--- src/core/fsr_pkg.sv ---
package fsr_pkg;

    // ------------------------------------------------------------
    // register offsets (quadlet port byte addresses)
    // ------------------------------------------------------------
    localparam logic [7:0]  FSR_QSTAT_OFS  = 8'h30;
    localparam logic [7:0]  FSR_BRST_OFS   = 8'h34;
    localparam logic [7:0]  FSR_CMDW0_OFS  = 8'h38;
    localparam logic [7:0]  FSR_CMDW1_OFS  = 8'h3C;
    localparam logic [7:0]  FSR_CMDW2_OFS  = 8'h40;
    localparam logic [7:0]  FSR_RSVD_LO    = 8'h44;
    localparam logic [7:0]  FSR_RSVD_HI    = 8'h48;

    // ------------------------------------------------------------
    // reset values
    // ------------------------------------------------------------
    localparam logic [31:0] FSR_WORD_RST   = 32'h00000000;
    localparam logic [9:0]  FSR_BUS_ID_RST = 10'h000;
    localparam logic [9:0]  FSR_BUS_ID_ALL = 10'h3FF;

    // ------------------------------------------------------------
    // queue_status fields, hardware bit = 31 - printed bit
    // ------------------------------------------------------------
    localparam int QS_TX_FREE_LSB  = 24;  // printed 00-07
    localparam int QS_TX_FLUSH     = 23;  // printed 08
    localparam int QS_TX_WBE       = 22;  // printed 09
    localparam int QS_TX_FULL      = 21;  // printed 10
    localparam int QS_TX_ACK_LSB   = 16;  // printed 11-15
    localparam int QS_RX_XBIT      = 15;  // printed 16
    localparam int QS_RX_FLUSH     = 14;  // printed 17
    localparam int QS_RX_RBE       = 13;  // printed 18
    localparam int QS_ST_FLUSH     = 12;  // printed 19
    localparam int QS_ST_CNT_LSB   = 8;   // printed 20-23
    localparam int QS_RX_CNT_LSB   = 0;   // printed 24-31

    // ------------------------------------------------------------
    // bus_reset_info fields
    // ------------------------------------------------------------
    localparam int BR_VALID        = 31;  // printed 00
    localparam int BR_NODES_LSB    = 24;  // printed 02-07
    localparam int BR_ROOT         = 23;  // printed 08
    localparam int BR_BUS_ID_LSB   = 6;   // printed 16-25
    localparam int BR_NODE_LSB     = 0;   // printed 26-31

    // ------------------------------------------------------------
    // command packet byte lanes inside a word
    // ------------------------------------------------------------
    localparam int LANE_N0_LSB     = 16;  // byte n
    localparam int LANE_N1_LSB     = 24;  // byte n+1
    localparam int LANE_N2_LSB     = 0;   // byte n+2
    localparam int LANE_N3_LSB     = 8;   // byte n+3
    localparam logic [3:0] FSR_PKT_LAST = 4'hB;  // twelve bytes

    // ------------------------------------------------------------
    // empty-queue values after a flush
    // ------------------------------------------------------------
    localparam logic [7:0]  FSR_RX_CNT_EMPTY = 8'h00;
    localparam logic [3:0]  FSR_ST_CNT_EMPTY = 4'h0;

    // sequencer states
    typedef enum logic [1:0] {
        SEQ_IDLE,
        SEQ_CMD,
        SEQ_PKT
    } fsr_seq_type;

endpackage

--- src/core/fsr_cmd_if.sv ---
`timescale 1ns/1ps
interface fsr_cmd_if;
    logic [95:0] words;  // {word2, word1, word0}
    logic        start;
    logic        done;

    modport seq  (output words, output start, input done);
    modport strm (input words, input start, output done);
endinterface

--- src/core/fsr_pkt_stream.sv ---
`timescale 1ns/1ps
module fsr_pkt_stream
(
    // clock and reset
    input  wire logic  clk_in,
    input  wire logic  rstn_in,
    // packet words from the register bank
    fsr_cmd_if.strm    cmd,
    // byte stream toward the drive
    output logic [7:0] pkt_byte_out,
    output logic       pkt_valid_out,
    input  wire logic  pkt_ready_in
);
    import fsr_pkg::*;

    logic [95:0] snap_r;
    logic [3:0]  idx_r;
    logic        act_r;
    logic [7:0]  byte_r;
    logic        step;

    // byte i of the packet from the packed words
    function automatic logic [7:0] pick(input logic [95:0] w, input logic [3:0] i);
        logic [31:0] q;
        q = w[{i[3:2], 5'h00} +: 32];
        unique case (i[1:0])
            2'h0: pick = q[LANE_N0_LSB +: 8];
            2'h1: pick = q[LANE_N1_LSB +: 8];
            2'h2: pick = q[LANE_N2_LSB +: 8];
            2'h3: pick = q[LANE_N3_LSB +: 8];
        endcase
    endfunction

    assign step = act_r & pkt_ready_in;

    // snapshot and byte index
    always_ff @(posedge clk_in or negedge rstn_in) begin
        if (!rstn_in) begin
            snap_r <= 96'h0;
            idx_r  <= 4'h0;
            act_r  <= 1'b0;
        end else if (!act_r && cmd.start) begin
            snap_r <= cmd.words;
            idx_r  <= 4'h0;
            act_r  <= 1'b1;
        end else if (step) begin
            idx_r <= idx_r + 4'h1;
            if (idx_r == FSR_PKT_LAST) begin
                act_r <= 1'b0;
            end
        end
    end

    // registered byte lane, bytes 0..11 in order
    always_ff @(posedge clk_in or negedge rstn_in) begin
        if (!rstn_in) begin
            byte_r <= 8'h00;
        end else if (!act_r && cmd.start) begin
            byte_r <= pick(cmd.words, 4'h0);
        end else if (step && idx_r != FSR_PKT_LAST) begin
            byte_r <= pick(snap_r, idx_r + 4'h1);
        end
    end

    assign pkt_byte_out  = byte_r;
    assign pkt_valid_out = act_r;
    assign cmd.done      = step && (idx_r == FSR_PKT_LAST);

endmodule

--- src/core/fsr_regs.sv ---
`timescale 1ns/1ps
// Contract
// - async_tx_queue free quadlets shown in 8-bit read-only field.
// - writing one to tx_fifo_flush empties the async_tx_queue.
// - tx_write_stage_empty reads one when the four-quadlet staging buffer is empty.
// - tx_fifo_full_flag reads one while the async_tx_queue has no room.
// - each arriving transmit acknowledge loads the 5-bit tx_ack_code field.
// - each general_rx_queue read copies the entry's 33rd bit into rx_extra_bit_flag.
// - writing one to rx_fifo_flush empties the general_rx_queue.
// - rx_read_stage_empty reads one when the four-quadlet read buffer is empty.
// - writing one to stat_queue_flush empties the status queue.
// - status queue occupied quadlets shown in 4-bit read-only field.
// - general_rx_queue occupied quadlets shown in 8-bit read-only field.
// - topology_info_valid reads one only while topology values are all valid.
// - number of nodes seen on the bus in 6-bit read-only field.
// - root bit reads one when the local node is root.
// - bus reset with bus_id_force set loads bus id 3FFh; field stays writable.
// - after every bus reset local_node_index loads the assigned node number.
// - twelve packet bytes in three words, lanes n+1, n, n+3, n+2.
// - packet is sent automatically only when seq_launch and full_auto_select are set.
// - every register bit is zero after reset.
// - addresses 44h to 48h are reserved and do nothing.
// - printed bit 00 is the word's most significant bit.
// - launch with auto runs command, packet, data phases; otherwise only data.
module fsr_regs
#(
    parameter logic [7:0] TX_DEPTH_QUADLETS = 8'hFF
)(
    // clock and reset
    input  wire logic        clk_in,
    input  wire logic        rstn_in,
    // firmware register port
    input  wire logic [7:0]  reg_addr_in,
    input  wire logic        reg_wr_in,
    input  wire logic        reg_rd_in,
    input  wire logic [31:0] reg_wdata_in,
    output logic [31:0]      reg_rdata_out,
    // async transmit queue
    input  wire logic [7:0]  tx_free_in,
    input  wire logic        tx_wbuf_empty_in,
    input  wire logic        tx_full_in,
    input  wire logic        tx_ack_valid_in,
    input  wire logic [4:0]  tx_ack_code_in,
    output logic             tx_flush_out,
    // general receive queue
    input  wire logic        rx_pop_in,
    input  wire logic        rx_bit33_in,
    input  wire logic        rx_rbuf_empty_in,
    input  wire logic [7:0]  rx_used_in,
    output logic             rx_flush_out,
    // status queue
    input  wire logic [3:0]  stat_used_in,
    output logic             stat_flush_out,
    // serial bus reset and topology
    input  wire logic        bus_reset_in,
    input  wire logic        topo_done_in,
    input  wire logic [5:0]  node_number_in,
    input  wire logic [5:0]  nodes_seen_in,
    input  wire logic        root_in,
    input  wire logic        bus_id_force_in,
    // command sequencer
    input  wire logic        seq_launch_in,
    input  wire logic        full_auto_select_in,
    input  wire logic        cmd_phase_done_in,
    output logic             cmd_phase_start_out,
    output logic             data_phase_start_out,
    output logic             seq_busy_out,
    // command packet stream to the drive
    output logic [7:0]       pkt_byte_out,
    output logic             pkt_valid_out,
    input  wire logic        pkt_ready_in
);
    import fsr_pkg::*;

    // register write decode
    logic        wr_qstat;
    logic        wr_brst;
    logic [2:0]  wr_cmdw;
    // queue flush strobes
    logic        tx_flush_r;
    logic        rx_flush_r;
    logic        st_flush_r;
    // mirrored queue state
    logic [7:0]  tx_free_r;
    logic        tx_wbe_r;
    logic        tx_full_r;
    logic [4:0]  tx_ack_r;
    logic        rx_xbit_r;
    logic        rx_rbe_r;
    logic [7:0]  rx_used_r;
    logic [3:0]  st_used_r;
    // topology state
    logic        topo_valid_r;
    logic [5:0]  nodes_r;
    logic        root_r;
    logic [9:0]  bus_id_r;
    logic [5:0]  node_idx_r;
    // command packet words
    logic [31:0] cmdw_r [3];
    // sequencer
    fsr_seq_type seq_r;
    fsr_seq_type seq_nxt;
    logic        cmd_start_r;
    logic        data_start_r;
    logic        pkt_go;
    // read path
    logic [31:0] qstat_word;
    logic [31:0] brst_word;
    logic [31:0] rd_mux;
    logic [31:0] rdata_r;
    // link to packet streamer
    fsr_cmd_if   cmd_link ();

    // ------------------------
    // address decode
    // ------------------------
    // one strobe per register; reserved and unmapped do nothing
    assign wr_qstat   = reg_wr_in && (reg_addr_in == FSR_QSTAT_OFS);
    assign wr_brst    = reg_wr_in && (reg_addr_in == FSR_BRST_OFS);
    assign wr_cmdw[0] = reg_wr_in && (reg_addr_in == FSR_CMDW0_OFS);
    assign wr_cmdw[1] = reg_wr_in && (reg_addr_in == FSR_CMDW1_OFS);
    assign wr_cmdw[2] = reg_wr_in && (reg_addr_in == FSR_CMDW2_OFS);

    // ------------------------
    // queue flush controls
    // ------------------------
    // write-one flush bits, each held for one cycle only
    always_ff @(posedge clk_in or negedge rstn_in) begin
        if (!rstn_in) begin
            tx_flush_r <= 1'b0;
            rx_flush_r <= 1'b0;
            st_flush_r <= 1'b0;
        end else begin
            tx_flush_r <= wr_qstat && reg_wdata_in[QS_TX_FLUSH];
            rx_flush_r <= wr_qstat && reg_wdata_in[QS_RX_FLUSH];
            st_flush_r <= wr_qstat && reg_wdata_in[QS_ST_FLUSH];
        end
    end
    assign tx_flush_out   = tx_flush_r;
    assign rx_flush_out   = rx_flush_r;
    assign stat_flush_out = st_flush_r;

    // ------------------------
    // transmit queue status
    // ------------------------
    // free space and flags tracked, forced empty on flush
    always_ff @(posedge clk_in or negedge rstn_in) begin
        if (!rstn_in) begin
            tx_free_r <= 8'h00;
            tx_wbe_r  <= 1'b0;
            tx_full_r <= 1'b0;
        end else if (tx_flush_r) begin
            tx_free_r <= TX_DEPTH_QUADLETS;
            tx_wbe_r  <= 1'b1;
            tx_full_r <= 1'b0;
        end else begin
            tx_free_r <= tx_free_in;
            tx_wbe_r  <= tx_wbuf_empty_in;
            tx_full_r <= tx_full_in;
        end
    end
    // acknowledge code, held until the next one
    always_ff @(posedge clk_in or negedge rstn_in) begin
        if (!rstn_in) begin
            tx_ack_r <= 5'h00;
        end else if (tx_ack_valid_in) begin
            tx_ack_r <= tx_ack_code_in;
        end
    end

    // ------------------------
    // receive and status queues
    // ------------------------
    // extra bit follows every queue read
    always_ff @(posedge clk_in or negedge rstn_in) begin
        if (!rstn_in) begin
            rx_xbit_r <= 1'b0;
        end else if (rx_pop_in) begin
            rx_xbit_r <= rx_bit33_in;
        end
    end
    // occupancy and read buffer flag
    always_ff @(posedge clk_in or negedge rstn_in) begin
        if (!rstn_in) begin
            rx_rbe_r  <= 1'b0;
            rx_used_r <= 8'h00;
        end else if (rx_flush_r) begin
            rx_rbe_r  <= 1'b1;
            rx_used_r <= FSR_RX_CNT_EMPTY;
        end else begin
            rx_rbe_r  <= rx_rbuf_empty_in;
            rx_used_r <= rx_used_in;
        end
    end
    // status queue occupancy, forced empty on flush
    always_ff @(posedge clk_in or negedge rstn_in) begin
        if (!rstn_in) begin
            st_used_r <= 4'h0;
        end else if (st_flush_r) begin
            st_used_r <= FSR_ST_CNT_EMPTY;
        end else begin
            st_used_r <= stat_used_in;
        end
    end

    // ------------------------
    // topology capture
    // ------------------------
    // valid drops at bus reset, rises once topology is known
    always_ff @(posedge clk_in or negedge rstn_in) begin
        if (!rstn_in) begin
            topo_valid_r <= 1'b0;
            nodes_r      <= 6'h00;
            root_r       <= 1'b0;
            node_idx_r   <= 6'h00;
        end else if (bus_reset_in) begin
            topo_valid_r <= 1'b0;
        end else if (topo_done_in) begin
            topo_valid_r <= 1'b1;
            nodes_r      <= nodes_seen_in;
            root_r       <= root_in;
            node_idx_r   <= node_number_in;
        end else if (wr_brst) begin
            node_idx_r   <= reg_wdata_in[BR_NODE_LSB +: 6];
        end
    end
    // bus id: forced on bus reset with bus_id_force set, otherwise writable
    always_ff @(posedge clk_in or negedge rstn_in) begin
        if (!rstn_in) begin
            bus_id_r <= FSR_BUS_ID_RST;
        end else if (bus_reset_in && bus_id_force_in) begin
            bus_id_r <= FSR_BUS_ID_ALL;
        end else if (wr_brst) begin
            bus_id_r <= reg_wdata_in[BR_BUS_ID_LSB +: 10];
        end
    end

    // ------------------------
    // command packet words
    // ------------------------
    // three plain read/write words
    for (genvar w = 0; w < 3; w++) begin : g_cmdw
        always_ff @(posedge clk_in or negedge rstn_in) begin
            if (!rstn_in) begin
                cmdw_r[w] <= FSR_WORD_RST;
            end else if (wr_cmdw[w]) begin
                cmdw_r[w] <= reg_wdata_in;
            end
        end
    end

    // ------------------------
    // launch sequencer
    // ------------------------
    // next state; launches while busy are dropped
    always_comb begin
        seq_nxt = seq_r;
        pkt_go  = 1'b0;
        unique case (seq_r)
            SEQ_IDLE: begin
                if (seq_launch_in && full_auto_select_in) begin
                    seq_nxt = SEQ_CMD;
                end
            end
            SEQ_CMD: begin
                if (cmd_phase_done_in) begin
                    seq_nxt = SEQ_PKT;
                    pkt_go  = 1'b1;
                end
            end
            SEQ_PKT: begin
                if (cmd_link.done) begin
                    seq_nxt = SEQ_IDLE;
                end
            end
        endcase
    end
    // state register
    always_ff @(posedge clk_in or negedge rstn_in) begin
        if (!rstn_in) begin
            seq_r <= SEQ_IDLE;
        end else begin
            seq_r <= seq_nxt;
        end
    end
    // phase start pulses
    always_ff @(posedge clk_in or negedge rstn_in) begin
        if (!rstn_in) begin
            cmd_start_r  <= 1'b0;
            data_start_r <= 1'b0;
        end else begin
            cmd_start_r  <= (seq_r == SEQ_IDLE) && seq_launch_in && full_auto_select_in;
            data_start_r <= ((seq_r == SEQ_IDLE) && seq_launch_in && !full_auto_select_in)
                            || ((seq_r == SEQ_PKT) && cmd_link.done);
        end
    end
    assign cmd_phase_start_out  = cmd_start_r;
    assign data_phase_start_out = data_start_r;
    assign seq_busy_out         = (seq_r != SEQ_IDLE);

    // ------------------------
    // packet streamer
    // ------------------------
    assign cmd_link.words = {cmdw_r[2], cmdw_r[1], cmdw_r[0]};
    assign cmd_link.start = pkt_go;
    fsr_pkt_stream u_stream (
        .clk_in        (clk_in),
        .rstn_in       (rstn_in),
        .cmd           (cmd_link.strm),
        .pkt_byte_out  (pkt_byte_out),
        .pkt_valid_out (pkt_valid_out),
        .pkt_ready_in  (pkt_ready_in)
    );

    // ------------------------
    // read path
    // ------------------------
    // queue_status assembly, printed bit 00 at bit 31
    always_comb begin
        qstat_word                             = FSR_WORD_RST;
        qstat_word[QS_TX_FREE_LSB +: 8]        = tx_free_r;
        qstat_word[QS_TX_FLUSH]                = tx_flush_r;
        qstat_word[QS_TX_WBE]                  = tx_wbe_r;
        qstat_word[QS_TX_FULL]                 = tx_full_r;
        qstat_word[QS_TX_ACK_LSB +: 5]         = tx_ack_r;
        qstat_word[QS_RX_XBIT]                 = rx_xbit_r;
        qstat_word[QS_RX_FLUSH]                = rx_flush_r;
        qstat_word[QS_RX_RBE]                  = rx_rbe_r;
        qstat_word[QS_ST_FLUSH]                = st_flush_r;
        qstat_word[QS_ST_CNT_LSB +: 4]         = st_used_r;
        qstat_word[QS_RX_CNT_LSB +: 8]         = rx_used_r;
    end
    // bus_reset_info assembly, reserved bits zero
    always_comb begin
        brst_word                              = FSR_WORD_RST;
        brst_word[BR_VALID]                    = topo_valid_r;
        brst_word[BR_NODES_LSB +: 6]           = nodes_r;
        brst_word[BR_ROOT]                     = root_r;
        brst_word[BR_BUS_ID_LSB +: 10]         = bus_id_r;
        brst_word[BR_NODE_LSB +: 6]            = node_idx_r;
    end
    // offset select; reserved range and unmapped read zero
    always_comb begin
        unique case (reg_addr_in)
            FSR_QSTAT_OFS: rd_mux = qstat_word;
            FSR_BRST_OFS:  rd_mux = brst_word;
            FSR_CMDW0_OFS: rd_mux = cmdw_r[0];
            FSR_CMDW1_OFS: rd_mux = cmdw_r[1];
            FSR_CMDW2_OFS: rd_mux = cmdw_r[2];
            default:       rd_mux = FSR_WORD_RST;
        endcase
    end
    // read data register, held between reads
    always_ff @(posedge clk_in or negedge rstn_in) begin
        if (!rstn_in) begin
            rdata_r <= FSR_WORD_RST;
        end else if (reg_rd_in) begin
            rdata_r <= rd_mux;
        end
    end
    assign reg_rdata_out = rdata_r;

endmodule

--- config.mk ---
export PLATFORM = sky130hd
export DESIGN_NAME = fsr_regs
export DESIGN_NICKNAME = d
export VERILOG_FILES = /design/src/core/fsr_pkg.sv /design/src/core/fsr_cmd_if.sv /design/src/core/fsr_pkt_stream.sv /design/src/core/fsr_regs.sv
export SDC_FILE = /design/constraint.sdc
export NUM_CORES = 1
export LEC_CHECK = 0
export BUFFER_PORTS_ARGS = -buffer_cell sky130_fd_sc_hd__buf_2
export CAP_MARGIN = 20
export CORE_MARGIN = 4
export CORE_UTILIZATION = 46
export CTS_BUF_LIST = sky130_fd_sc_hd__clkbuf_2
export CTS_CLUSTER_SIZE = 14
export DETAILED_ROUTE_END_ITERATION = 8
export PLACE_DENSITY_LB_ADDON = 0.2
export SETUP_SLACK_MARGIN = 0.1
export SKIP_CTS_REPAIR_TIMING = 1
export SLEW_MARGIN = 20
export SYNTH_ARGS = -nofsm -noshare
export SYNTH_HDL_FRONTEND = slang
export SYNTH_SLANG_ARGS = --single-unit
--- constraint.sdc ---
create_clock -name clk_in -period 1.9 [get_ports clk_in]
set_input_delay 0.095 -clock clk_in [delete_from_list [all_inputs] [get_ports clk_in]]
set_output_delay 0.095 -clock clk_in [all_outputs]
set_load 0.01 [all_outputs]
==> results of run 1 <==
-- cell usage after synthesis (all sizes together), types with 2 or more instances --
library cell,count
nor2b,17
or2,11
a221o,3
nor3b,7
a21o,9
inv,15
nand2,343
nor2,61
a222oi,19
nand3,26
a22oi,45
o211ai,4
xor2,2
dfrtp,297
ha,8
mux2i,9
a221oi,22
mux2,139
clkbuf,46
o21ai,34
and3,4
a21boi,2
a21oi,40
a31oi,3
nand3b,2
o311ai,2
buf,31
nor3,3
o22ai,3
xnor2,2
-- logic make-up after synthesis --
group / after synthesis / share of synthesized area, %
DFF: 297 / 56.8
AOI/OAI and AO/OA: 192 / 10.2
buffers and inverters: 92 / 2.99
adders and majority gates: 8 / 0.765
xor gates and xnor gates: 4 / 0.325
and+or+nand+nor: 481 / 15.4
muxes: 148 / 13.5
-- per-layer routing --
| metal | up-vias | wire, µm | global-route usage (%) |
|---|---|---|---|
| met5 | - | 0 | 0 |
| met4 | 0 | 1060 | 8.25 |
| met3 | 82 | 2360 | 4.12 |
| met2 | 395 | 18800 | 36.0 |
| met1 | 5334 | 16400 | 32.2 |
| li1 | 4929 | - | - |
-- sequential cells by signal, summed over array words and instances (netlist names), 2 cells and up --
signal	cells
cmd_link.words	96
u_stream.snap_r	96
reg_rdata_out	32
bus_id_r	10
rx_used_r	8
tx_free_r	8
u_stream.pkt_byte_out	8
node_idx_r	6
nodes_r	6
tx_ack_r	5
st_used_r	4
u_stream.idx_r	4
seq_r	2
-- per-stage QoR --
step	hold slack (ns)	setup TNS, ns	power (mW)	worst slack (ns)
2_1_floorplan	-0.201	0	9.28	0.105
6_report	0.0180	-0.0000866	15.2	-0.0000866
3_5_place_dp	0.110	0	10.7	0.00706
4_1_cts	-0.817	-0.101	14.8	-0.0789
5_1_grt	-0.0166	-0.218	16.0	-0.113
3_3_place_gp	0.106	0	10.6	0.0736
-- power groups by stage --
stage	combinational [mW]	sequential, mW	clock [mW]
2_1_floorplan	1.85	7.43	0
3_3_place_gp	2.95	7.67	0
3_5_place_dp	3.01	7.68	0
4_1_cts	3.01	7.56	4.24
5_1_grt	3.83	7.65	4.56
6_report	3.50	7.60	4.10
-- worst reg2reg max path: cells and delay by family, from the launching register on --
| kind | cells | cell delay, ns |
|---|---|---|
| multiplexers | 1 | 0.20 |
| AND/OR/NAND/NOR | 1 | 0.10 |
| buffers and inverters | 2 | 0.22 |
| AO/OA/AOI/OAI | 3 | 0.56 |
| adder cells (fa/ha/maj) | 1 | 0.18 |
| flip-flops | 1 | 0.44 |
-- worst min path at each step --
stage                                                end              from  cells after the start
after floorplan                  bus_id_r[0]$_DFFE_PN0P_           rstn_in                      0
after global routing      cmd_link.words[89]$_DFFE_PN0P_  reg_wdata_in[25]                      3
after detailed placement   cmd_phase_start_out$_DFF_PN0_           rstn_in                      1
after global placement     cmd_phase_start_out$_DFF_PN0_           rstn_in                      1
final                             st_used_r[1]$_DFF_PN0_   stat_used_in[1]                      3
after CTS                  cmd_link.words[3]$_DFFE_PN0P_           rstn_in                      1
-- final cells by class --
| type | count | area (µm²) | share of cell area, % |
|---|---|---|---|
| antenna | 2 | 5.00 | 0.0303 |
| clock buffer | 106 | 531 | 3.21 |
| clock inverter | 25 | 101 | 0.613 |
| inverter | 15 | 56.3 | 0.340 |
| tap | 378 | 473 | 2.86 |
| sequential | 297 | 7440 | 45.0 |
| timing repair buffer | 325 | 2610 | 15.8 |
| multi-input combinational | 833 | 5330 | 32.2 |
==> summary.md, run 1 <==
| Metric | Value |
|---|---|
| Clock Path Buffers | `3` |
| Initial Util | `between 40 and 50%` |
| Post-Syn Nets | `1325` |
| Synth top area share | `between 50% and 60%` |
| Synthesized area | `0.0131 mm²` |
| Worst Path Buf+Inv | `2` |
| Syn avg cell area | `10.7 µm²` |
| Endpoint class of the critical path | `flip-flop` |
| Worst Hold Class | `input port to flip-flop` |
| Reg2Reg Launch Point | `u_stream.idx_r[1]$_DFFE_PN0P_` |
| Hold Fails Final Rpt | `0` |
| Worst EP required | `2.52 ns` |
| CORE AREA | `0.0279 mm²` |
| I/O Buffers | `between 100 and 150` |
| Antenna violations before repair | `1` |
| Pint | `10.1 mW` |
| Status | `finished, violations left` |
| Seq pwr share | `50.0%` |
| Crit-path leading delay family | `compound AO/OA/AOI/OAI gates` |
| CTS tree | `built` |
| Slew Viols, Final | `0` |
| Wirelength per Cell | `19.5 µm` |
| Synth async-reset ratio | `100%` |
| Most frequent cells in the layout | `nand2_1 (340), dfrtp_1 (294), buf_2 (140)` |
| Largest area contributor in the netlist | `dfrtp_1` |
| Nets | `1652` |
| Fmax | `approximately 530 MHz` |
| Sink Count | `297` |
| Synth Register Bits | `just under 300` |
| Crit-path max FO | `23` |
| Synth area leaders | `dfrtp_1 (57%), nand2_1 (9.8%), mux2_2 (9.1%), mux2_4 (3.4%), a22oi_1 (2.6%)` |
| Synth warn | `0` |
| DRT antenna net count | `0` |
| Share of cells above drive strength 1 | `30.0%` |
| Number of synthesized flops with an enable pin | `0` |
| Rel. slew slack | `60.3%` |
| Vias in the first global route | `about 10000` |
| Routed vias/inst | `5.42` |
| First-pass GRT wire length | `~56000 µm` |
| Post-synth top flop | `dfrtp_1` |
| Boundary pin count | `142` |
| Worst VDD drop | `roughly 0.00046 V` |
| Slowest CP cell | `dfrtp_2` |
| Setup Skew | `0.138 ns` |
| CTS H-tree lvls | `3` |
| Seq/Total Area, Yosys | `56.8%` |
| Post-Layout Inst Area | `0.0165 mm²` |
| Pin count of the biggest net entering global routing | `66` |
| DP Wirelength | `25300 µm` |
| Lkg Pwr | `8.38 nW` |
| CTS Root Cell | `clkbuf_2` |
| GRT overflow | `0` |
| Crit path DAT | `about 2.5 ns` |
| Final period util | `100%` |
| Sw Ratio | `around a third` |
| Non-Filler Instances | `1981` |
| Placed inst area | `0.0145 mm²` |
| RSZ-0062 raised after global routing | `true` |
| R2R setup slack | `-0.00009 ns` |
| Sw Pwr | `a little over 5 mW` |
| Comb pwr share | `23.0%` |
| Gpl congestion | `about 0.89` |
| Layout area overhead | `26.4%` |
| Worst-path clk slew | `between 0.1 and 0.15 ns` |
| Clock share of power | `27.0%` |
| Final core occ | `59.2%` |
| Drt first pass iters | `8` |
| CP Class | `flip-flop to flip-flop` |
| Setup ws final | `-0.0000866 ns` |
| Number of library cell types mapped by synthesis | `54` |
| Final setup vio count | `1` |
| Total CTS buffers | `a little under 80` |
| Synth Instances | `1222` |
| PD cells | `919 mW/mm²` |
| Tmin final | `1.90 ns` |
| Die X | `177 µm` |
| Core Rows | `about 60` |
| # fillers | `2448` |
| Slew @ Worst Pin | `0.595 ns` |
| Most common cell after layout, fill and taps aside | `nand2_1` |
| Dpl cells | `1715` |
| Clk Latency, worst-skew pair | `0.87 ns` |
| Worst path cell trace | `inv_2 > ha_2 > buf_12 > a222oi_1 > mux2_4 > o21ai_0 > o211ai_1 > nand3_1` |
| Setup crit start | `u_stream.idx_r[1]$_DFFE_PN0P_` |
| Max stage delay on crit path | `0.44 ns` |
| Die Height | `roughly 180 µm` |
| Failing checks | `negative setup slack` |
| CP endpoint | `u_stream.pkt_byte_out[3]$_DFFE_PN0P_` |
| Critical path depth | `8` |
| Post-route DRC violation count | `0` |
| Total GRT Usage | `between 20% and 30%` |
| Startpoint Class | `flip-flop` |
| DRT Wirelength | `38600 µm` |
| Initial DRC count | `998` |
| Cells on worst reg2reg path | `8` |
| R2R Path End | `u_stream.pkt_byte_out[3]$_DFFE_PN0P_` |
| Vias | `about 11000` |
| Area of the die | `0.0312 mm²` |
| Maxcap violations | `0` |
(Power assumes the default switching activity.)
==> inputs of run 2 (changes only) <==
--- a/config.mk
+++ b/config.mk
@@ -8,7 +8,7 @@
 export BUFFER_PORTS_ARGS = -buffer_cell sky130_fd_sc_hd__buf_2
 export CAP_MARGIN = 20
 export CORE_MARGIN = 4
-export CORE_UTILIZATION = 46
+export CORE_UTILIZATION = 35
 export CTS_BUF_LIST = sky130_fd_sc_hd__clkbuf_2
 export CTS_CLUSTER_SIZE = 14
 export DETAILED_ROUTE_END_ITERATION = 8
==> run 2 against run 1 <==
The run now ends clean; sequential share of layout area is 2.7 points lower; total power is 5.9% higher; fmax is 2.4% higher; die area is 30% higher; cell count is 8.6% higher; flip-flop and latch count stayed put; cell area is 6.5% higher; register-to-register slack better by 0.05 ns; non-clock buffer count is 79 higher.
==> summary.md, run 2 (same netlist as run 1, synthesis figures left out) <==
| Metric | Value |
|---|---|
| Nets | `~1700` |
| Rel. slew slack | `between 50% and 60%` |
| DRT Wirelength | `between 40000 and 50000 µm` |
| Top Layer Used | `met4` |
| Worst Hold Class | `input port to flip-flop` |
| Area of the die | `0.0405 mm²` |
| Hold path start | `reg_wdata_in[9]` |
| Final setup vio count | `0` |
| Slew @ Worst Pin | `0.665 ns` |
| Fmax | `539 MHz` |
| DP Wirelength | `27600 µm` |
| R2R setup slack | `between 0.04 and 0.05 ns` |
| Crit-path leading delay family | `compound AO/OA/AOI/OAI gates` |
| GRT overflow | `0` |
| Metal3 WL | `2330 µm` |
| Hold_ws | `0.0267 ns` |
| Drt first pass iters | `7` |
| Dpl cells | `1811` |
| Pint | `10.7 mW` |
| Setup crit start | `u_stream.idx_r[1]$_DFFE_PN0P_` |
| Vias in the first global route | `between 10000 and 15000` |
| PD cells | `915 mW/mm²` |
| CTS Root Cell | `clkbuf_2` |
| Wirelength per Cell | `19.2 µm` |
| Vias | `10918` |
| Crit-path max FO | `6` |
| Clk Latency, worst-skew pair | `0.93 ns` |
| Non-Filler Instances | `around 2200` |
| Critical path depth | `8` |
| Cells on worst reg2reg path | `8` |
| Clock share of power | `28.5%` |
| Clock Path Buffers | `3` |
| Crit path DAT | `2.63 ns` |
| Worst Path Buf+Inv | `2` |
| Boundary pin count | `142` |
| CP Class | `flip-flop to flip-flop` |
| Die Height | `201 µm` |
| Comb pwr share | `24.4%` |
| RSZ-0062 raised after global routing | `true` |
| Most frequent cells in the layout | `nand2_1 (339), dfrtp_1 (290), dlygate4sd3_1 (189)` |
| Placed inst area | `~0.015 mm²` |
| CTS H-tree lvls | `3` |
| Endpoint class of the critical path | `flip-flop` |
| Most common cell after layout, fill and taps aside | `nand2_1` |
| Pin count of the biggest net entering global routing | `63` |
| Initial Util | `35.6%` |
| DRT antenna net count | `0` |
| CORE AREA | `about 0.037 mm²` |
| Max stage delay on crit path | `0.45 ns` |
| Wire length on met1 | `18200 µm` |
| Die X | `201 µm` |
| Sw Ratio | `33.4%` |
| Final period util | `97.6%` |
| Routed vias/inst | `just over 5` |
| Worst Hold Path Cells | `4` |
| Tmin final | `approximately 1.9 ns` |
| Total GRT Usage | `19.0%` |
| Share of cells above drive strength 1 | `between 30% and 40%` |
| First-pass GRT wire length | `60800 µm` |
| Startpoint Class | `flip-flop` |
| Lkg Pwr | `slightly below 9 nW` |
| Worst-path clk slew | `approximately 0.10 ns` |
| Total CTS buffers | `82` |
| Maxcap violations | `0` |
| Antenna violations before repair | `1` |
| Seq pwr share | `between 40% and 50%` |
| Post-route DRC violation count | `0` |
| Slowest CP cell | `dfrtp_2` |
| CP endpoint | `u_stream.pkt_byte_out[2]$_DFFE_PN0P_` |
| Sink Count | `297` |
| Sw Pwr | `5.37 mW` |
| Initial DRC count | `a little over 800` |
| Worst path cell trace | `inv_2 > ha_4 > buf_12 > a222oi_1 > mux2_4 > o21ai_2 > o211ai_1 > nand3_1` |
| Metal2 WL | `a little under 20000 µm` |
| Reg2Reg Launch Point | `u_stream.idx_r[1]$_DFFE_PN0P_` |
| CTS tree | `built` |
| R2R Path End | `u_stream.pkt_byte_out[2]$_DFFE_PN0P_` |
| Setup Skew | `around 0.055 ns` |
| Gpl congestion | `0.848` |
| Hold Fails Final Rpt | `0` |
| Slew Viols, Final | `0` |
| Worst EP required | `2.67 ns` |
| Post-Layout Inst Area | `between 0.015 and 0.02 mm²` |
| Status | `complete, no violations` |
| I/O Buffers | `between 100 and 150` |
| Worst VDD drop | `0.000440 V` |
| Core Rows | `70` |
| Total power after layout | `16.1 mW` |
| Layout area overhead | `34.6%` |
run 2: cell types whose count changed in the layout (fill, tap and decap cells not counted), sizes merged:
cell | before | now
clkinv | 22 | 13
diode | 2 | 1
inv | 18 | 17
bufinv | 0 | 2
dlygate4sd3 | 127 | 189
buf | 197 | 213
clkbuf | 107 | 117
clkinvlp | 0 | 2
run 2: worst min path at each step:
stage                                          end  slack (ns)
detailed placement   reg_rdata_out[16]$_DFFE_PN0P_       0.007
global placement     reg_rdata_out[19]$_DFFE_PN0P_       0.003
global route        cmd_link.words[73]$_DFFE_PN0P_      -0.005
CTS                 cmd_link.words[52]$_DFFE_PN0P_       -1.08
floorplan                  bus_id_r[0]$_DFFE_PN0P_       -0.20
finish                     bus_id_r[3]$_DFFE_PN0P_        0.03
run 2: stage by stage:
| stage | setup slack, ns | utilization (%) | TNS, ns |
|---|---|---|---|
| floorplan | 0.105 | - | 0 |
| global route | -0.0549 | 47.9 | -0.184 |
| CTS | -0.197 | 42.0 | -0.365 |
| detailed placement | -0.0417 | 40.0 | -0.0417 |
| global placement | 0.00800 | 40.0 | 0 |
| finish | 0.0453 | 47.9 | 0 |
run 2: area by class of cell:
class | instances | area [µm²]
tap | 468 | 586
clock buffer | 115 | 576
sequential | 297 | 7440
fill | 3452 | 19200
antenna | 1 | 2.50
timing repair buffer | 404 | 3460
clock inverter | 19 | 138
multi-input combinational | 833 | 5350
inverter | 15 | 56.3
run 2: worst register-to-register path, stage by stage (launching register included):
cell and delay (ns):
dfrtp_2 0.45, inv_2 0.08, ha_4 0.20, buf_12 0.14, a222oi_1 0.33, mux2_4 0.22
o21ai_2 0.05, o211ai_1 0.18, nand3_1 0.09
run 2: power by group through the flow:
stage	clock (mW)	combinational (mW)	sequential, mW
floorplan	0	1.85	7.43
global placement	0	3.11	7.67
detailed placement	0	3.17	7.67
CTS	4.79	3.18	7.55
global route	5.17	4.32	7.65
finish	4.59	3.93	7.58
run 2: per-layer routing:
layer  vias up  track usage, %
li1       5088               -
met1      5421            25.9
met2       330            29.6
met3        79            4.37
met4         0            7.08
met5         -               0
==> inputs of run 3 (changes only) <==
--- a/config.mk
+++ b/config.mk
@@ -5,6 +5,7 @@
 export SDC_FILE = /design/constraint.sdc
 export NUM_CORES = 1
 export LEC_CHECK = 0
+export ABC_AREA = 1
 export BUFFER_PORTS_ARGS = -buffer_cell sky130_fd_sc_hd__buf_2
 export CAP_MARGIN = 20
 export CORE_MARGIN = 4
==> run 3 against run 2 <==
The run now ends with negative hold slack left; worst setup slack gained 0.012 ns; clock skew shrank 0.011 ns; global-route usage grew 1.6 points; total power grew 12%; largest power group unchanged.
==> summary.md, run 3 <==
| Metric | Value |
|---|---|
| Worst-path clk slew | `around 0.1 ns` |
| Tmin final | `1.84 ns` |
| Fmax | `543 MHz` |
| Failing checks | `negative hold slack` |
| CORE AREA | `0.0369 mm²` |
| Routed vias/inst | `4.80` |
| Post-Syn Nets | `1670` |
| Synth Register Bits | `297` |
| Total GRT Usage | `20.6%` |
| Crit-path leading delay family | `flip-flops` |
| Number of synthesized flops with an enable pin | `0` |
| Hold_ws | `-0.0289 ns` |
| Gpl congestion | `0.845` |
| Share of cells above drive strength 1 | `21.6%` |
| Most common cell after layout, fill and taps aside | `nand2_1` |
| Die X | `202 µm` |
| Multi-input combinational cell area | `approximately 0.0050 mm²` |
| Maxcap violations | `0` |
| Total CTS buffers | `between 80 and 90` |
| DRT antenna net count | `0` |
| Slew Viols, Final | `0` |
| Worst Path Buf+Inv | `3` |
| Lkg Pwr | `8.97 nW` |
| Number of library cell types mapped by synthesis | `34` |
| Max stage delay on crit path | `approximately 0.43 ns` |
| Core Rows | `70` |
| Setup ws final | `roughly 0.057 ns` |
| Post-Place Setup Slack | `0.0178 ns` |
| Status | `finished, violations left` |
| Post-synth top flop | `dfrtp_1` |
| Initial DRC count | `830` |
| DRT Wirelength | `between 40000 and 50000 µm` |
| Most frequent cells in the layout | `nand2_1 (528), dfrtp_1 (293), dlygate4sd3_1 (212)` |
| Register area | `~0.0074 mm²` |
| Clk Latency, worst-skew pair | `between 0.9 and 1 ns` |
| Endpoint class of the critical path | `output port` |
| Drt first pass iters | `5` |
| DP Wirelength | `29800 µm` |
| Boundary pin count | `142` |
| Post-route DRC violation count | `0` |
| # fillers | `3499` |
| Synth top area share | `56.3%` |
| RSZ-0062 raised after global routing | `true` |
| Layout area overhead | `37.1%` |
| CP Class | `flip-flop to output port` |
| Synth Instances | `1567` |
| Area of the die | `0.0409 mm²` |
| CTS Root Cell | `clkbuf_2` |
| GRT overflow | `0` |
| Synthesized area | `0.0132 mm²` |
| Nets | `approximately 2100` |
| Crit-path most repeated cell | `inv_2` |
| Crit path DAT | `1.75 ns` |
| Final core occ | `49.1%` |
| Most numerous cell in the Yosys netlist | `nand2_1` |
| First-pass GRT wire length | `65800 µm` |
| Initial Util | `35.8%` |
| Worst path cell trace | `inv_2 > ha_4 > inv_2 > buf_6` |
| Slowest CP cell | `dfrtp_1` |
| I/O Buffers | `141` |
| Antenna violations before repair | `1` |
| Vias in the first global route | `11042` |
| Synth area leaders | `dfrtp_1 (56%), nand2_1 (15%), o21ai_0 (6.3%), inv_1 (4.0%), nor2_1 (2.5%)` |
| Pin count of the biggest net entering global routing | `just over 80` |
| Post-synth top cells | `nand2_1 (534), dfrtp_1 (297), o21ai_0 (167)` |
| Synth async-reset ratio | `100%` |
| CTS tree | `built` |
| Final period util | `97.0%` |
| Clock Path Buffers | `3` |
| Syn avg cell area | `8.43 µm²` |
| Crit-path max FO | `4` |
| Setup Skew | `between 0.04 and 0.05 ns` |
| Slew @ Worst Pin | `0.968 ns` |
| Setup TNS Final | `0 ns` |
| Hold Fails Final Rpt | `2` |
| Vias | `12269` |
| Wirelength per Cell | `18.0 µm` |
| Seq/Total Area, Yosys | `between 50% and 60%` |
| PD cells | `between 900 and 1000 mW/mm²` |
| Final setup vio count | `0` |
| Rel. slew slack | `35.3%` |
| Die Height | `202 µm` |
| Worst VDD drop | `0.000469 V` |
| Startpoint Class | `flip-flop` |
| Largest area contributor in the netlist | `dfrtp_1` |
| Worst Hold Class | `input port to flip-flop` |
| Worst EP required | `approximately 1.8 ns` |
| Sink Count | `between 200 and 300` |
| Synth warn | `0` |
| CTS H-tree lvls | `3` |
-- run 3: logic make-up after synthesis --
| kind of cell | Yosys count | synth area share, % |
|---|---|---|
| muxes | 7 | 0.597 |
| adders and majority gates | 8 | 0.758 |
| DFF | 297 | 56.3 |
| buffers and inverters | 229 | 7.20 |
| AOI/OAI and AO/OA | 337 | 14.2 |
| and+or+nand+nor | 689 | 20.9 |
-- run 3: where the power goes --
part | internal (mW) | total (mW) | switching [mW]
logic | 2.18 | 5.16 | 2.98
clock network | 2.20 | 5.03 | 2.82
registers | 7.19 | 7.80 | 0.606
-- run 3: cell type report --
cell class                 count  share of cell area (%)
sequential                   297                    41.1
multi-input combinational   1041                    27.6
timing repair buffer         417                    20.1
tap                          504                    3.48
clock buffer                 117                    3.24
inverter                     151                    3.23
clock inverter                29                    1.26
antenna                        1                  0.0138
-- run 3: worst paths after layout --
check / from / end / slack [ns] / cells after the start
worst min register to register: u_stream.snap_r[76]$_DFFE_PN0P_ / u_stream.snap_r[76]$_DFFE_PN0P_ / 0.49 / 2
worst max-delay path: seq_r[0]$_DFFE_PN0P_ / seq_busy_out / 0.06 / 4
worst max register to register: u_stream.idx_r[1]$_DFFE_PN0P_ / u_stream.pkt_byte_out[5]$_DFFE_PN0P_ / 0.10 / 11
max in group asynchronous: rstn_in / u_stream.snap_r[12]$_DFFE_PN0P_ / 0.94 / 4
worst min-delay path: reg_addr_in[4] / reg_rdata_out[10]$_DFFE_PN0P_ / -0.03 / 8
min in group asynchronous: rstn_in / u_stream.snap_r[9]$_DFFE_PN0P_ / 0.25 / 3
-- run 3: routing by layer --
| layer | vias to the layer above | global-route usage [%] | part of all wire, % |
|---|---|---|---|
| met5 | - | 0 | 0 |
| met4 | 0 | 6.04 | 2.0 |
| met3 | 68 | 3.87 | 6.4 |
| met2 | 419 | 30.8 | 46 |
| met1 | 5878 | 30.5 | 45 |
| li1 | 5904 | - | - |
-- run 3: stage by stage --
step | instances | hold WS, ns | instance area, µm² | total power, mW
2_1_floorplan | 1567 | -0.201 | 13200 | 10.1
3_3_place_gp | 2179 | 0.102 | 14700 | 12.0
3_5_place_dp | 2179 | 0.0999 | 14700 | 12.0
4_1_cts | 2325 | -0.973 | 15600 | 17.1
5_1_grt | 2557 | -0.000671 | 18100 | 19.1
6_report | 2557 | -0.0289 | 18100 | 18.0
-- run 3: worst reg2reg max path, delay by kind of cell (launching register included) --
kind	cells	cell delay, ns
flops	1	0.47
fa+ha+maj	1	0.16
buf+inv	4	0.46
simple gates	4	0.37
compound gates	2	0.24
